File: config.mk
export PLATFORM = sky130hd
export DESIGN_NAME = branch_skip_io_bit_decoder
export DESIGN_NICKNAME = d
export VERILOG_FILES = /design/src/core/branch_skip_pkg.sv /design/src/core/branch_skip_io_bit_decoder.sv
export VERILOG_INCLUDE_DIRS = /design/src /design/src/core
export SDC_FILE = /design/constraint.sdc
export NUM_CORES = 2
export LEC_CHECK = 0
export ABC_CLOCK_PERIOD_IN_PS = 5200
export BUFFER_PORTS_ARGS = -buffer_cell sky130_fd_sc_hd__buf_2
export CORE_ASPECT_RATIO = 0.7
export CORE_MARGIN = 2
export CORE_UTILIZATION = 52
export DETAILED_ROUTE_END_ITERATION = 7
export PLACE_DENSITY = 0.71
export SETUP_SLACK_MARGIN = 0.4
export SYNTH_ARGS = -nofsm -noshare
export SYNTH_HDL_FRONTEND = slang
export SYNTH_SLANG_ARGS = --single-unit
File: constraint.sdc
create_clock -name pclk -period 5.2 [get_ports pclk]
set_input_delay 1.04 -clock pclk [delete_from_list [all_inputs] [get_ports pclk]]
set_output_delay 1.04 -clock pclk [all_outputs]
set_load 0.005 [all_outputs]
File: src/core/branch_skip_cfg.svh
// register offsets, field positions, reset values and cycle counts of the decoder
`ifndef BRANCH_SKIP_CFG_SVH
`define BRANCH_SKIP_CFG_SVH

`define OFS_OPCODE     8'h00
`define OFS_EXT        8'h04
`define OFS_PC         8'h08
`define OFS_ZPTR       8'h0c
`define OFS_STATUS_FLAG_REGISTER       8'h10
`define OFS_OPERANDS   8'h14
`define OFS_STATUS     8'h18
`define OFS_SP         8'h1c
`define OFS_DADDR      8'h20
`define OFS_DDATA      8'h24
`define OFS_RESULT     8'h28

`define FLAG_C         3'h0
`define FLAG_Z         3'h1
`define FLAG_N         3'h2
`define FLAG_V         3'h3
`define FLAG_S         3'h4
`define FLAG_H         3'h5
`define FLAG_T         3'h6
`define FLAG_I         3'h7

`define IO_DATA_OFFSET 8'h20
`define IO_DEPTH       224
`define STACK_DEPTH    16
`define SP_RESET       8'h0f
`define STATUS_FLAG_REGISTER_RESET     8'h00
`define W1C_IO_ADDR    8'h16
`define W1C_MASK       8'h07
`define EXT_NEXT2_BIT  16

`define CYC_ONE        3'h1
`define CYC_JUMP       3'h2
`define CYC_DJUMP      3'h3
`define CYC_CALL       3'h3
`define CYC_DCALL      3'h4
`define CYC_RET        3'h4
`define CYC_IOBIT      3'h2
`define CYC_TAKEN      3'h2
`define CYC_SKIP1      3'h2
`define CYC_SKIP2      3'h3

`endif

File: src/core/branch_skip_pkg.sv
// types shared by the branch, skip and i/o bit decoder
package branch_skip_pkg;
	typedef enum logic [4:0] {
		unknown_op, relative_jump, indirect_jump, direct_jump, relative_call,
		indirect_call, direct_call, subroutine_return, interrupt_return,
		compare_skip_equal, register_compare, compare_with_carry,
		compare_with_immediate, skip_if_reg_bit_zero, skip_if_reg_bit_one,
		skip_if_io_bit_zero, skip_if_io_bit_one, set_io_bit_op, clear_io_bit_op,
		branch_flag_set, branch_flag_clear, port_input_op, port_output_op
	} op_kind_t;

	typedef enum logic {st_idle, st_busy} exec_state_t;

	typedef struct packed {
		logic [15:0] pc_new;
		logic [2:0]  cycles;
		logic        push;
		logic        pop;
		logic [15:0] ret_addr;
		logic [7:0]  status_flag_register_new;
		logic        io_we;
		logic [7:0]  io_idx;
		logic [7:0]  io_val;
		logic [7:0]  io_mask;
		logic        res_we;
		logic        taken;
		logic        skipped;
		logic        bad;
	} exec_t;
endpackage

File: src/core/branch_skip_io_bit_decoder.sv
// branch, skip, compare and i/o bit execution unit with an apb register port
`include "branch_skip_cfg.svh"
`timescale 1ns/1ps
`default_nettype none

module branch_skip_io_bit_decoder
	import branch_skip_pkg::*;
(
	// clock and reset
	input  wire logic        pclk,
	input  wire logic        presetn,
	// apb slave
	input  wire logic        psel,
	input  wire logic        penable,
	input  wire logic        pwrite,
	input  wire logic [7:0]  paddr,
	input  wire logic [31:0] pwdata,
	output logic      [31:0] prdata,
	output logic             pready,
	output logic             pslverr,
	// hardware events on the write-one-to-clear flag register
	input  wire logic [7:0]  flag_set
);
	exec_state_t state_reg;
	logic [1:0]  cnt_reg;
	logic [15:0] pc_reg;
	logic [15:0] zptr_reg;
	logic [7:0]  status_flag_register_reg;
	logic [7:0]  sp_reg;
	logic [16:0] ext_reg;
	logic [15:0] operands_reg;
	logic [7:0]  daddr_reg;
	logic [7:0]  result_reg;
	logic [31:0] prdata_reg;
	logic [2:0]  last_cycles_reg;
	logic        last_taken_reg;
	logic        last_skip_reg;
	logic        last_bad_reg;
	logic [7:0]  io_mem [`IO_DEPTH];
	logic [15:0] stack_mem [`STACK_DEPTH];

	logic        busy;
	logic        opcode_wr;
	logic        wr_en;
	logic        go;
	logic        mapped;
	logic [15:0] op;
	logic [7:0]  rd_val;
	logic [7:0]  rr_val;
	op_kind_t    kind;
	exec_t       d;
	logic [31:0] rd_mux;
	logic [7:0]  bit_idx;
	logic [7:0]  port_idx;
	logic [7:0]  bit_mask;
	logic [7:0]  io_bit_rd;
	logic [7:0]  io_port_rd;
	logic        flag_sel;
	logic        skip_cond;
	logic [15:0] pc1;
	logic [15:0] rel12;
	logic [15:0] rel7;
	logic [15:0] pop_addr;
	logic [7:0]  d_idx;
	logic        d_ok;
	logic        dd_wr;

	assign busy      = (state_reg == st_busy);
	assign opcode_wr = psel && pwrite && (paddr == `OFS_OPCODE);
	// a new opcode waits until the previous one has used its cycles
	assign pready    = !(opcode_wr && busy);
	assign wr_en     = psel && penable && pready && pwrite;
	assign go        = wr_en && (paddr == `OFS_OPCODE);
	assign op        = pwdata[15:0];
	assign rd_val    = operands_reg[7:0];
	assign rr_val    = operands_reg[15:8];
	assign prdata    = prdata_reg;

	always_comb begin
		case (paddr)
			`OFS_OPCODE, `OFS_EXT, `OFS_PC, `OFS_ZPTR, `OFS_STATUS_FLAG_REGISTER, `OFS_OPERANDS,
			`OFS_STATUS, `OFS_SP, `OFS_DADDR, `OFS_DDATA, `OFS_RESULT: mapped = 1'b1;
			default: mapped = 1'b0;
		endcase
	end
	assign pslverr = psel && penable && !mapped;

	// data space below the i/o window is the register file, not held here
	assign d_ok  = (daddr_reg >= `IO_DATA_OFFSET);
	assign d_idx = daddr_reg - `IO_DATA_OFFSET;
	assign dd_wr = wr_en && (paddr == `OFS_DDATA) && d_ok;

	// operand fields and targets
	assign bit_idx    = {3'h0, op[7:3]};
	assign port_idx   = {2'h0, op[10:9], op[3:0]};
	assign bit_mask   = 8'h01 << op[2:0];
	assign io_bit_rd  = io_mem[bit_idx];
	assign io_port_rd = io_mem[port_idx];
	assign pc1        = pc_reg + 16'h0001;
	assign rel12      = pc_reg + {{4{op[11]}}, op[11:0]} + 16'h0001;
	assign rel7       = pc_reg + {{9{op[9]}}, op[9:3]} + 16'h0001;
	assign pop_addr   = stack_mem[4'(sp_reg + 8'h01)];
	// s is evaluated live so signed branches never see a stale s bit
	assign flag_sel   = (op[2:0] == `FLAG_S) ? (status_flag_register_reg[`FLAG_N] ^ status_flag_register_reg[`FLAG_V]) :
	                    status_flag_register_reg[op[2:0]];

	always_comb begin
		casez (op)
			16'h9409:              kind = indirect_jump;
			16'h9509:              kind = indirect_call;
			16'h9508:              kind = subroutine_return;
			16'h9518:              kind = interrupt_return;
			16'b1100_????_????_????: kind = relative_jump;
			16'b1101_????_????_????: kind = relative_call;
			16'b1001_010?_????_110?: kind = direct_jump;
			16'b1001_010?_????_111?: kind = direct_call;
			16'b0001_00??_????_????: kind = compare_skip_equal;
			16'b0001_01??_????_????: kind = register_compare;
			16'b0000_01??_????_????: kind = compare_with_carry;
			16'b0011_????_????_????: kind = compare_with_immediate;
			16'b1111_110?_????_0???: kind = skip_if_reg_bit_zero;
			16'b1111_111?_????_0???: kind = skip_if_reg_bit_one;
			16'b1001_1000_????_????: kind = clear_io_bit_op;
			16'b1001_1001_????_????: kind = skip_if_io_bit_zero;
			16'b1001_1010_????_????: kind = set_io_bit_op;
			16'b1001_1011_????_????: kind = skip_if_io_bit_one;
			16'b1111_00??_????_????: kind = branch_flag_set;
			16'b1111_01??_????_????: kind = branch_flag_clear;
			16'b1011_0???_????_????: kind = port_input_op;
			16'b1011_1???_????_????: kind = port_output_op;
			default:               kind = unknown_op;
		endcase
	end

	// subtraction for the compares; i and t are kept
	function automatic logic [7:0] cmp_flags(input logic [7:0] a, input logic [7:0] b,
		input logic cin, input logic zkeep, input logic [7:0] s);
		logic [7:0] r;
		logic [7:0] f;
		r = a - b - {7'h00, cin};
		f = s;
		f[`FLAG_Z] = (r == 8'h00) && (zkeep ? s[`FLAG_Z] : 1'b1);
		f[`FLAG_N] = r[7];
		f[`FLAG_V] = (a[7] & ~b[7] & ~r[7]) | (~a[7] & b[7] & r[7]);
		f[`FLAG_C] = (~a[7] & b[7]) | (b[7] & r[7]) | (r[7] & ~a[7]);
		f[`FLAG_H] = (~a[3] & b[3]) | (b[3] & r[3]) | (r[3] & ~a[3]);
		f[`FLAG_S] = f[`FLAG_N] ^ f[`FLAG_V];
		return f;
	endfunction

	always_comb begin
		d           = '0;
		d.pc_new    = pc1;
		d.cycles    = `CYC_ONE;
		d.status_flag_register_new  = status_flag_register_reg;
		d.ret_addr  = pc1;
		d.io_idx    = bit_idx;
		skip_cond   = 1'b0;
		case (kind)
			relative_jump: begin
				d.pc_new = rel12;
				d.cycles = `CYC_JUMP;
			end
			indirect_jump: begin
				d.pc_new = zptr_reg;
				d.cycles = `CYC_JUMP;
			end
			direct_jump: begin
				d.pc_new = ext_reg[15:0];
				d.cycles = `CYC_DJUMP;
			end
			relative_call: begin
				d.pc_new = rel12;
				d.push   = 1'b1;
				d.cycles = `CYC_CALL;
			end
			indirect_call: begin
				d.pc_new = zptr_reg;
				d.push   = 1'b1;
				d.cycles = `CYC_CALL;
			end
			direct_call: begin
				d.pc_new   = ext_reg[15:0];
				d.push     = 1'b1;
				d.ret_addr = pc_reg + 16'h0002;
				d.cycles   = `CYC_DCALL;
			end
			subroutine_return: begin
				d.pc_new = pop_addr;
				d.pop    = 1'b1;
				d.cycles = `CYC_RET;
			end
			interrupt_return: begin
				d.pc_new             = pop_addr;
				d.pop                = 1'b1;
				d.status_flag_register_new[`FLAG_I]  = 1'b1;
				d.cycles             = `CYC_RET;
			end
			compare_skip_equal:   skip_cond = (rd_val == rr_val);
			register_compare:     d.status_flag_register_new = cmp_flags(rd_val, rr_val, 1'b0, 1'b0,
				status_flag_register_reg);
			compare_with_carry:   d.status_flag_register_new = cmp_flags(rd_val, rr_val, status_flag_register_reg[`FLAG_C],
				1'b1, status_flag_register_reg);
			compare_with_immediate: d.status_flag_register_new = cmp_flags(rd_val, {op[11:8], op[3:0]},
				1'b0, 1'b0, status_flag_register_reg);
			skip_if_reg_bit_zero: skip_cond = !rr_val[op[2:0]];
			skip_if_reg_bit_one:  skip_cond = rr_val[op[2:0]];
			skip_if_io_bit_zero:  skip_cond = !io_bit_rd[op[2:0]];
			skip_if_io_bit_one:   skip_cond = io_bit_rd[op[2:0]];
			set_io_bit_op, clear_io_bit_op: begin
				d.io_we   = 1'b1;
				d.io_val  = (kind == set_io_bit_op) ? 8'hff : 8'h00;
				d.io_mask = bit_mask;
				d.cycles  = `CYC_IOBIT;
			end
			branch_flag_set, branch_flag_clear: begin
				if (flag_sel == (kind == branch_flag_set)) begin
					d.pc_new = rel7;
					d.taken  = 1'b1;
					d.cycles = `CYC_TAKEN;
				end
			end
			port_input_op:  d.res_we = 1'b1;
			port_output_op: begin
				d.io_we   = 1'b1;
				d.io_idx  = port_idx;
				d.io_val  = rr_val;
				d.io_mask = 8'hff;
			end
			default: d.bad = 1'b1;
		endcase
		if (skip_cond) begin
			d.skipped = 1'b1;
			d.pc_new  = pc_reg + (ext_reg[`EXT_NEXT2_BIT] ? 16'h0003 : 16'h0002);
			d.cycles  = ext_reg[`EXT_NEXT2_BIT] ? `CYC_SKIP2 : `CYC_SKIP1;
		end
	end

	// cycle accounting
	always_ff @(posedge pclk or negedge presetn) begin
		if (!presetn) begin
			state_reg <= st_idle;
			cnt_reg   <= 2'h0;
		end else begin
			case (state_reg)
				st_idle: begin
					if (go && d.cycles != `CYC_ONE) begin
						state_reg <= st_busy;
						cnt_reg   <= d.cycles[1:0] - 2'h1;
					end
				end
				st_busy: begin
					cnt_reg <= cnt_reg - 2'h1;
					if (cnt_reg == 2'h1)
						state_reg <= st_idle;
				end
				default: state_reg <= st_idle;
			endcase
		end
	end

	// program counter, pointer and flags
	always_ff @(posedge pclk or negedge presetn) begin
		if (!presetn) begin
			pc_reg   <= 16'h0000;
			zptr_reg <= 16'h0000;
			status_flag_register_reg <= `STATUS_FLAG_REGISTER_RESET;
			sp_reg   <= `SP_RESET;
		end else if (go) begin
			pc_reg   <= d.pc_new;
			status_flag_register_reg <= d.status_flag_register_new;
			if (d.push)
				sp_reg <= sp_reg - 8'h01;
			else if (d.pop)
				sp_reg <= sp_reg + 8'h01;
		end else if (wr_en) begin
			case (paddr)
				`OFS_PC:   pc_reg   <= pwdata[15:0];
				`OFS_ZPTR: zptr_reg <= pwdata[15:0];
				`OFS_STATUS_FLAG_REGISTER: status_flag_register_reg <= pwdata[7:0];
				`OFS_SP:   sp_reg   <= pwdata[7:0];
				default: ;
			endcase
		end
	end

	// return address stack, one word per entry
	always_ff @(posedge pclk) begin
		if (go && d.push)
			stack_mem[4'(sp_reg)] <= d.ret_addr;
	end

	// operand and status registers
	always_ff @(posedge pclk or negedge presetn) begin
		if (!presetn) begin
			ext_reg         <= 17'h00000;
			operands_reg    <= 16'h0000;
			daddr_reg       <= 8'h00;
			result_reg      <= 8'h00;
			last_cycles_reg <= 3'h0;
			last_taken_reg  <= 1'b0;
			last_skip_reg   <= 1'b0;
			last_bad_reg    <= 1'b0;
		end else begin
			if (go) begin
				last_cycles_reg <= d.cycles;
				last_taken_reg  <= d.taken;
				last_skip_reg   <= d.skipped;
				last_bad_reg    <= d.bad;
				if (d.res_we)
					result_reg <= io_port_rd;
			end
			if (wr_en && paddr == `OFS_EXT)
				ext_reg <= pwdata[16:0];
			if (wr_en && paddr == `OFS_OPERANDS)
				operands_reg <= pwdata[15:0];
			if (wr_en && paddr == `OFS_DADDR)
				daddr_reg <= pwdata[7:0];
		end
	end

	// merge for write-one-to-clear positions
	function automatic logic [7:0] io_merge(input logic [7:0] old, input logic [7:0] val,
		input logic [7:0] mask, input logic [7:0] w1c);
		logic [7:0] n;
		n = old;
		for (int i = 0; i < 8; i++) begin
			if (mask[i])
				n[i] = w1c[i] ? (old[i] & ~val[i]) : val[i];
		end
		return n;
	endfunction

	// i/o and extended i/o space; at most one of the opcode and data port writers acts per cycle, flag events are or'd in on top
	always_ff @(posedge pclk or negedge presetn) begin
		if (!presetn) begin
			for (int i = 0; i < `IO_DEPTH; i++)
				io_mem[i] <= 8'h00;
		end else begin
			for (int i = 0; i < `IO_DEPTH; i++) begin
				logic [7:0] nv;
				logic [7:0] w1c;
				nv  = io_mem[i];
				w1c = (8'(i) == `W1C_IO_ADDR) ? `W1C_MASK : 8'h00;
				if (go && d.io_we && d.io_idx == 8'(i))
					nv = io_merge(nv, d.io_val, d.io_mask, w1c);
				else if (dd_wr && d_idx == 8'(i))
					nv = io_merge(nv, pwdata[7:0], 8'hff, w1c);
				// a flag event in the clearing cycle survives
				io_mem[i] <= nv | (flag_set & w1c);
			end
		end
	end

	always_comb begin
		case (paddr)
			`OFS_EXT:      rd_mux = {15'h0000, ext_reg};
			`OFS_PC:       rd_mux = {16'h0000, pc_reg};
			`OFS_ZPTR:     rd_mux = {16'h0000, zptr_reg};
			`OFS_STATUS_FLAG_REGISTER:     rd_mux = {24'h000000, status_flag_register_reg};
			`OFS_OPERANDS: rd_mux = {16'h0000, operands_reg};
			`OFS_STATUS:   rd_mux = {25'h0000000, last_bad_reg, last_skip_reg,
				last_taken_reg, last_cycles_reg, busy};
			`OFS_SP:       rd_mux = {24'h000000, sp_reg};
			`OFS_DADDR:    rd_mux = {24'h000000, daddr_reg};
			`OFS_DDATA:    rd_mux = d_ok ? {24'h000000, io_mem[d_idx]} : 32'h00000000;
			`OFS_RESULT:   rd_mux = {24'h000000, result_reg};
			default:       rd_mux = 32'h00000000;
		endcase
	end

	// read data is caught in the setup phase so prdata comes from a flop
	always_ff @(posedge pclk or negedge presetn) begin
		if (!presetn)
			prdata_reg <= 32'h00000000;
		else if (psel && !penable && !pwrite)
			prdata_reg <= rd_mux;
	end
endmodule // branch_skip_io_bit_decoder

`default_nettype wire

==> impl_metrics.json <==
{
  "ys.flop_type": "dfrtp_1",
  "syn_avg_cell_area_um2": 11.7,
  "critical_path.max_fanout": 23,
  "status": "finished with violations",
  "routed-via-count": 86900,
  "io-pin-count": 87,
  "async_flop_share_pct": 88.2,
  "critical_path_class": "flop to flop",
  "post-route-min-period_ns": 4.57,
  "routed_wl_per_cell_um": 31.1,
  "number_of_clock_sinks_seen_by_cts": 2171,
  "num_rows": 143,
  "total_die_area_um2": 221000,
  "critical-path-top-cell-by-count": "mux4_2",
  "post-place-cells": 12200,
  "area_growth_syn_to_layout_pct": 10.8,
  "ctsLongestPathBuffers": 4,
  "cpLargestDelayFamily": "compound AO/OA/AOI/OAI gates",
  "number_of_warnings_printed_during_yosys_synthesis": 0,
  "setup.worst_path.end_class": "flop",
  "yosys.area.top_type": "dfrtp_1",
  "synth_cell_type_count": 100,
  "timing.final.crit_share_pct": 87.9,
  "synth_top_area_share_pct": 42.3,
  "gates_resized_cts_repair": 0,
  "wire_length_of_the_first_global_routing_pass_mm": 577,
  "worst_pin_slew_ns": 1.48,
  "hold_viol": 0,
  "stdcell_count": 12600,
  "clockRootBuffer": "clkbuf_16",
  "violations": "capacitance limit",
  "synth_area_leaders": "dfrtp_1 42%, mux4_2 17%, edfxtp_1 6.8%, mux2_2 6.0%, nand2_1 4.4%",
  "antenna_violating_nets_post_route": 0,
  "synth.mux.area_fraction_pct": 25.2,
  "grt_pass1_vias": 84300,
  "cts_setup_buffers": 0,
  "die_height_um": 394,
  "final_max_slew_viol_count": 0,
  "max-slew-margin-rel_pct": 0.814,
  "worst_setup_hold_path_clk_slew_ns": 0.06,
  "ctsHtreeMaxLevel": 4,
  "design.final.nets": 9613,
  "placeableCoreArea_um2": 217000,
  "grt_max_degree": 196,
  "crit_path_cell_trace": "buf_12, buf_4, mux4_2, mux4_2, a32oi_1, o311a_1, a31oi_1, o21ai_0, nand2_1",
  "vdd_drop_max_uv": 256,
  "fmax_ghz": 0.219,
  "slowest_stage": "dfrtp_4",
  "setup_viol": 0,
  "worst_slack_ns": 0.629,
  "synthSimpleGateAreaFrac_pct": 9.71,
  "fraction_of_synthesized_cell_area_in_xor_and_xnor_cells_pct": 0.511,
  "grt_use_total_pct": 35.1,
  "total_leakage_power_nw": 51.7,
  "initial_drt_pass_iterations": 7,
  "timing.critical_path.required_ns": 5.94,
  "maxCapViolCount": 1,
  "setup_repair_after_global_routing_missed_its_margin": "false",
  "synth-seq-cells": 2171,
  "initial_core_util_pct": 52.2,
  "initialDrtViolationCount": 13300,
  "route.detailed.vias_per_inst": 6.92,
  "postSynthCellCount": 9644,
  "finalWeightedCongestion": 1.02,
  "tritoncts": "yes",
  "synth-seq-area-share_pct": 49.2,
  "finalSetupTns_ns": 0,
  "max_reg_flops": 1792,
  "die-width_um": 561,
  "worst_path_largest_cell_delay_ns": 0.94,
  "pre_cts_slack_ns": 0.0193,
  "reg.largest.list": "io_mem: 1792 flops, stack_mem: 256 flops",
  "final_util_pct": 57.9,
  "skew_ns": 0.0628,
  "holdBufCountCts": 0,
  "synth.cell_area_um2": 113000,
  "critPathArrivalTime_ns": 5.31,
  "powerDensity_nw_per_um2": 280,
  "detailedPlacementHpwl_mm": 261,
  "io_buffers": 51,
  "critPathBufInv": 2,
  "residual_overflow_from_global_routing": 0,
  "synth_enable_flop_cells": 256,
  "routed_wl_mm": 390,
  "synth_fa_ha_area_share_pct": 0.838,
  "drc": 0,
  "grt_antenna_before_repair": 28,
  "clk_latency_ns": 0.91,
  "start_kind": "flop",
  "max_flop_register": "io_mem",
  "numCtsBuffers": 212,
  "hp-class": "primary input to asynchronous set/reset pin",
  "main_combinational_cell_family_by_area_after_synthesis": "multiplexers",
  "synth_compound_area_share_pct": 11.3,
  "final_layout_size_suffix_gt1_share_pct": 24.9
}
[worst paths after layout]
| path | slack, ns | from | cells past startpoint | to |
|---|---|---|---|---|
| min in group pclk | 0.43 | flag_set[1] | 2 | io_mem[1609] |
| setup / recovery | 0.63 | daddr_reg[0] | 9 | prdata[3] |
| hold reg to reg | 0.47 | prdata[16] | 2 | prdata[16] |
| max in group asynchronous | 3.64 | presetn | 2 | io_mem[191] |
| hold / removal | 0.08 | presetn | 1 | io_mem[1008] |
| setup reg to reg | 0.63 | daddr_reg[0] | 9 | prdata[3] |
[cell usage in the layout (no fill, tap or decap), types with 255 or more instances in the layout]
| cell | count |
|---|---|
| dfrtp_1 | 1905 |
| nand2_1 | 1332 |
| o21ai_0 | 972 |
| mux4_2 | 840 |
| nor2_1 | 629 |
| mux2_2 | 603 |
| a211oi_1 | 456 |
| buf_4 | 411 |
| nor3_1 | 374 |
| edfxtp_1 | 256 |
| mux2i_1 | 255 |
[final cells by class]
cell class                      instances  area (um^2)
Sequential cell                      2171        55600
Clock buffer                          302         6120
Fill cell                           17000        91300
Timing Repair Buffer                  527         4750
Multi-Input combinational cell       6522        54100
Tap cell                             2900         3630
Inverter                               55          239
Clock inverter                         76          893
Antenna cell                            6         15.0
[report_power, final]
group | switching, mW | internal [mW]
Sequential | 0.0784 | 17.2
Combinational | 1.37 | 0.481
Clock | 6.92 | 9.02
[cell families after synthesis]
| family | after synthesis |
|---|---|
| AOI/OAI and AO/OA | 2041 |
| muxes | 1706 |
| buffers and inverters | 965 |
| adders and majority gates | 71 |
| DFF | 2171 |
| and+or+nand+nor | 2623 |
| other | 1 |
| xor gates and xnor gates | 66 |
[cell usage after synthesis, drive strengths merged, types with 22 or more instances]
| library cell | n |
|---|---|
| dfrtp | 1911 |
| nand2 | 1332 |
| o21ai | 977 |
| mux4 | 847 |
| clkbuf | 734 |
| nor2 | 650 |
| mux2 | 604 |
| a211oi | 456 |
| nor3 | 384 |
| edfxtp | 256 |
| mux2i | 255 |
| a21oi | 210 |
| buf | 176 |
| nand3 | 70 |
| ha | 63 |
| a31oi | 50 |
| inv | 50 |
| o32a | 40 |
| xnor2 | 37 |
| nor2b | 32 |
| xor2 | 29 |
| nand2b | 28 |
| nand4 | 28 |
| a21o | 26 |
| o22a | 26 |
| a221oi | 25 |
| o22ai | 25 |
| a22oi | 24 |
| a222oi | 22 |
[worst register-to-register path: cells and delay by family (launching register included)]
kind            cells  cell delay, ns
compound gates      4            1.84
mux                 2            1.04
flops               1            0.94
buf+inv             2            0.55
simple gates        1            0.10
[per-stage QoR]
step	hold slack (ns)	cell area, um^2	total power [mW]
after floorplan	0.445	113000	18.5
after global placement	0.447	118000	19.4
after detailed placement	0.460	118000	19.4
after CTS	0.0521	125000	35.1
after global routing	0.0811	125000	35.9
final	0.0806	125000	35.1
[layer usage]
layer	up-vias	GRT usage, %	part of all wire (%)
met4	34	11.2	3.7
met5	-	0.625	0.10
met3	917	15.4	16
met1	44400	51.6	40
met2	6004	46.3	40
li1	35600	-	-
Power figures use the tool's default switching activity.
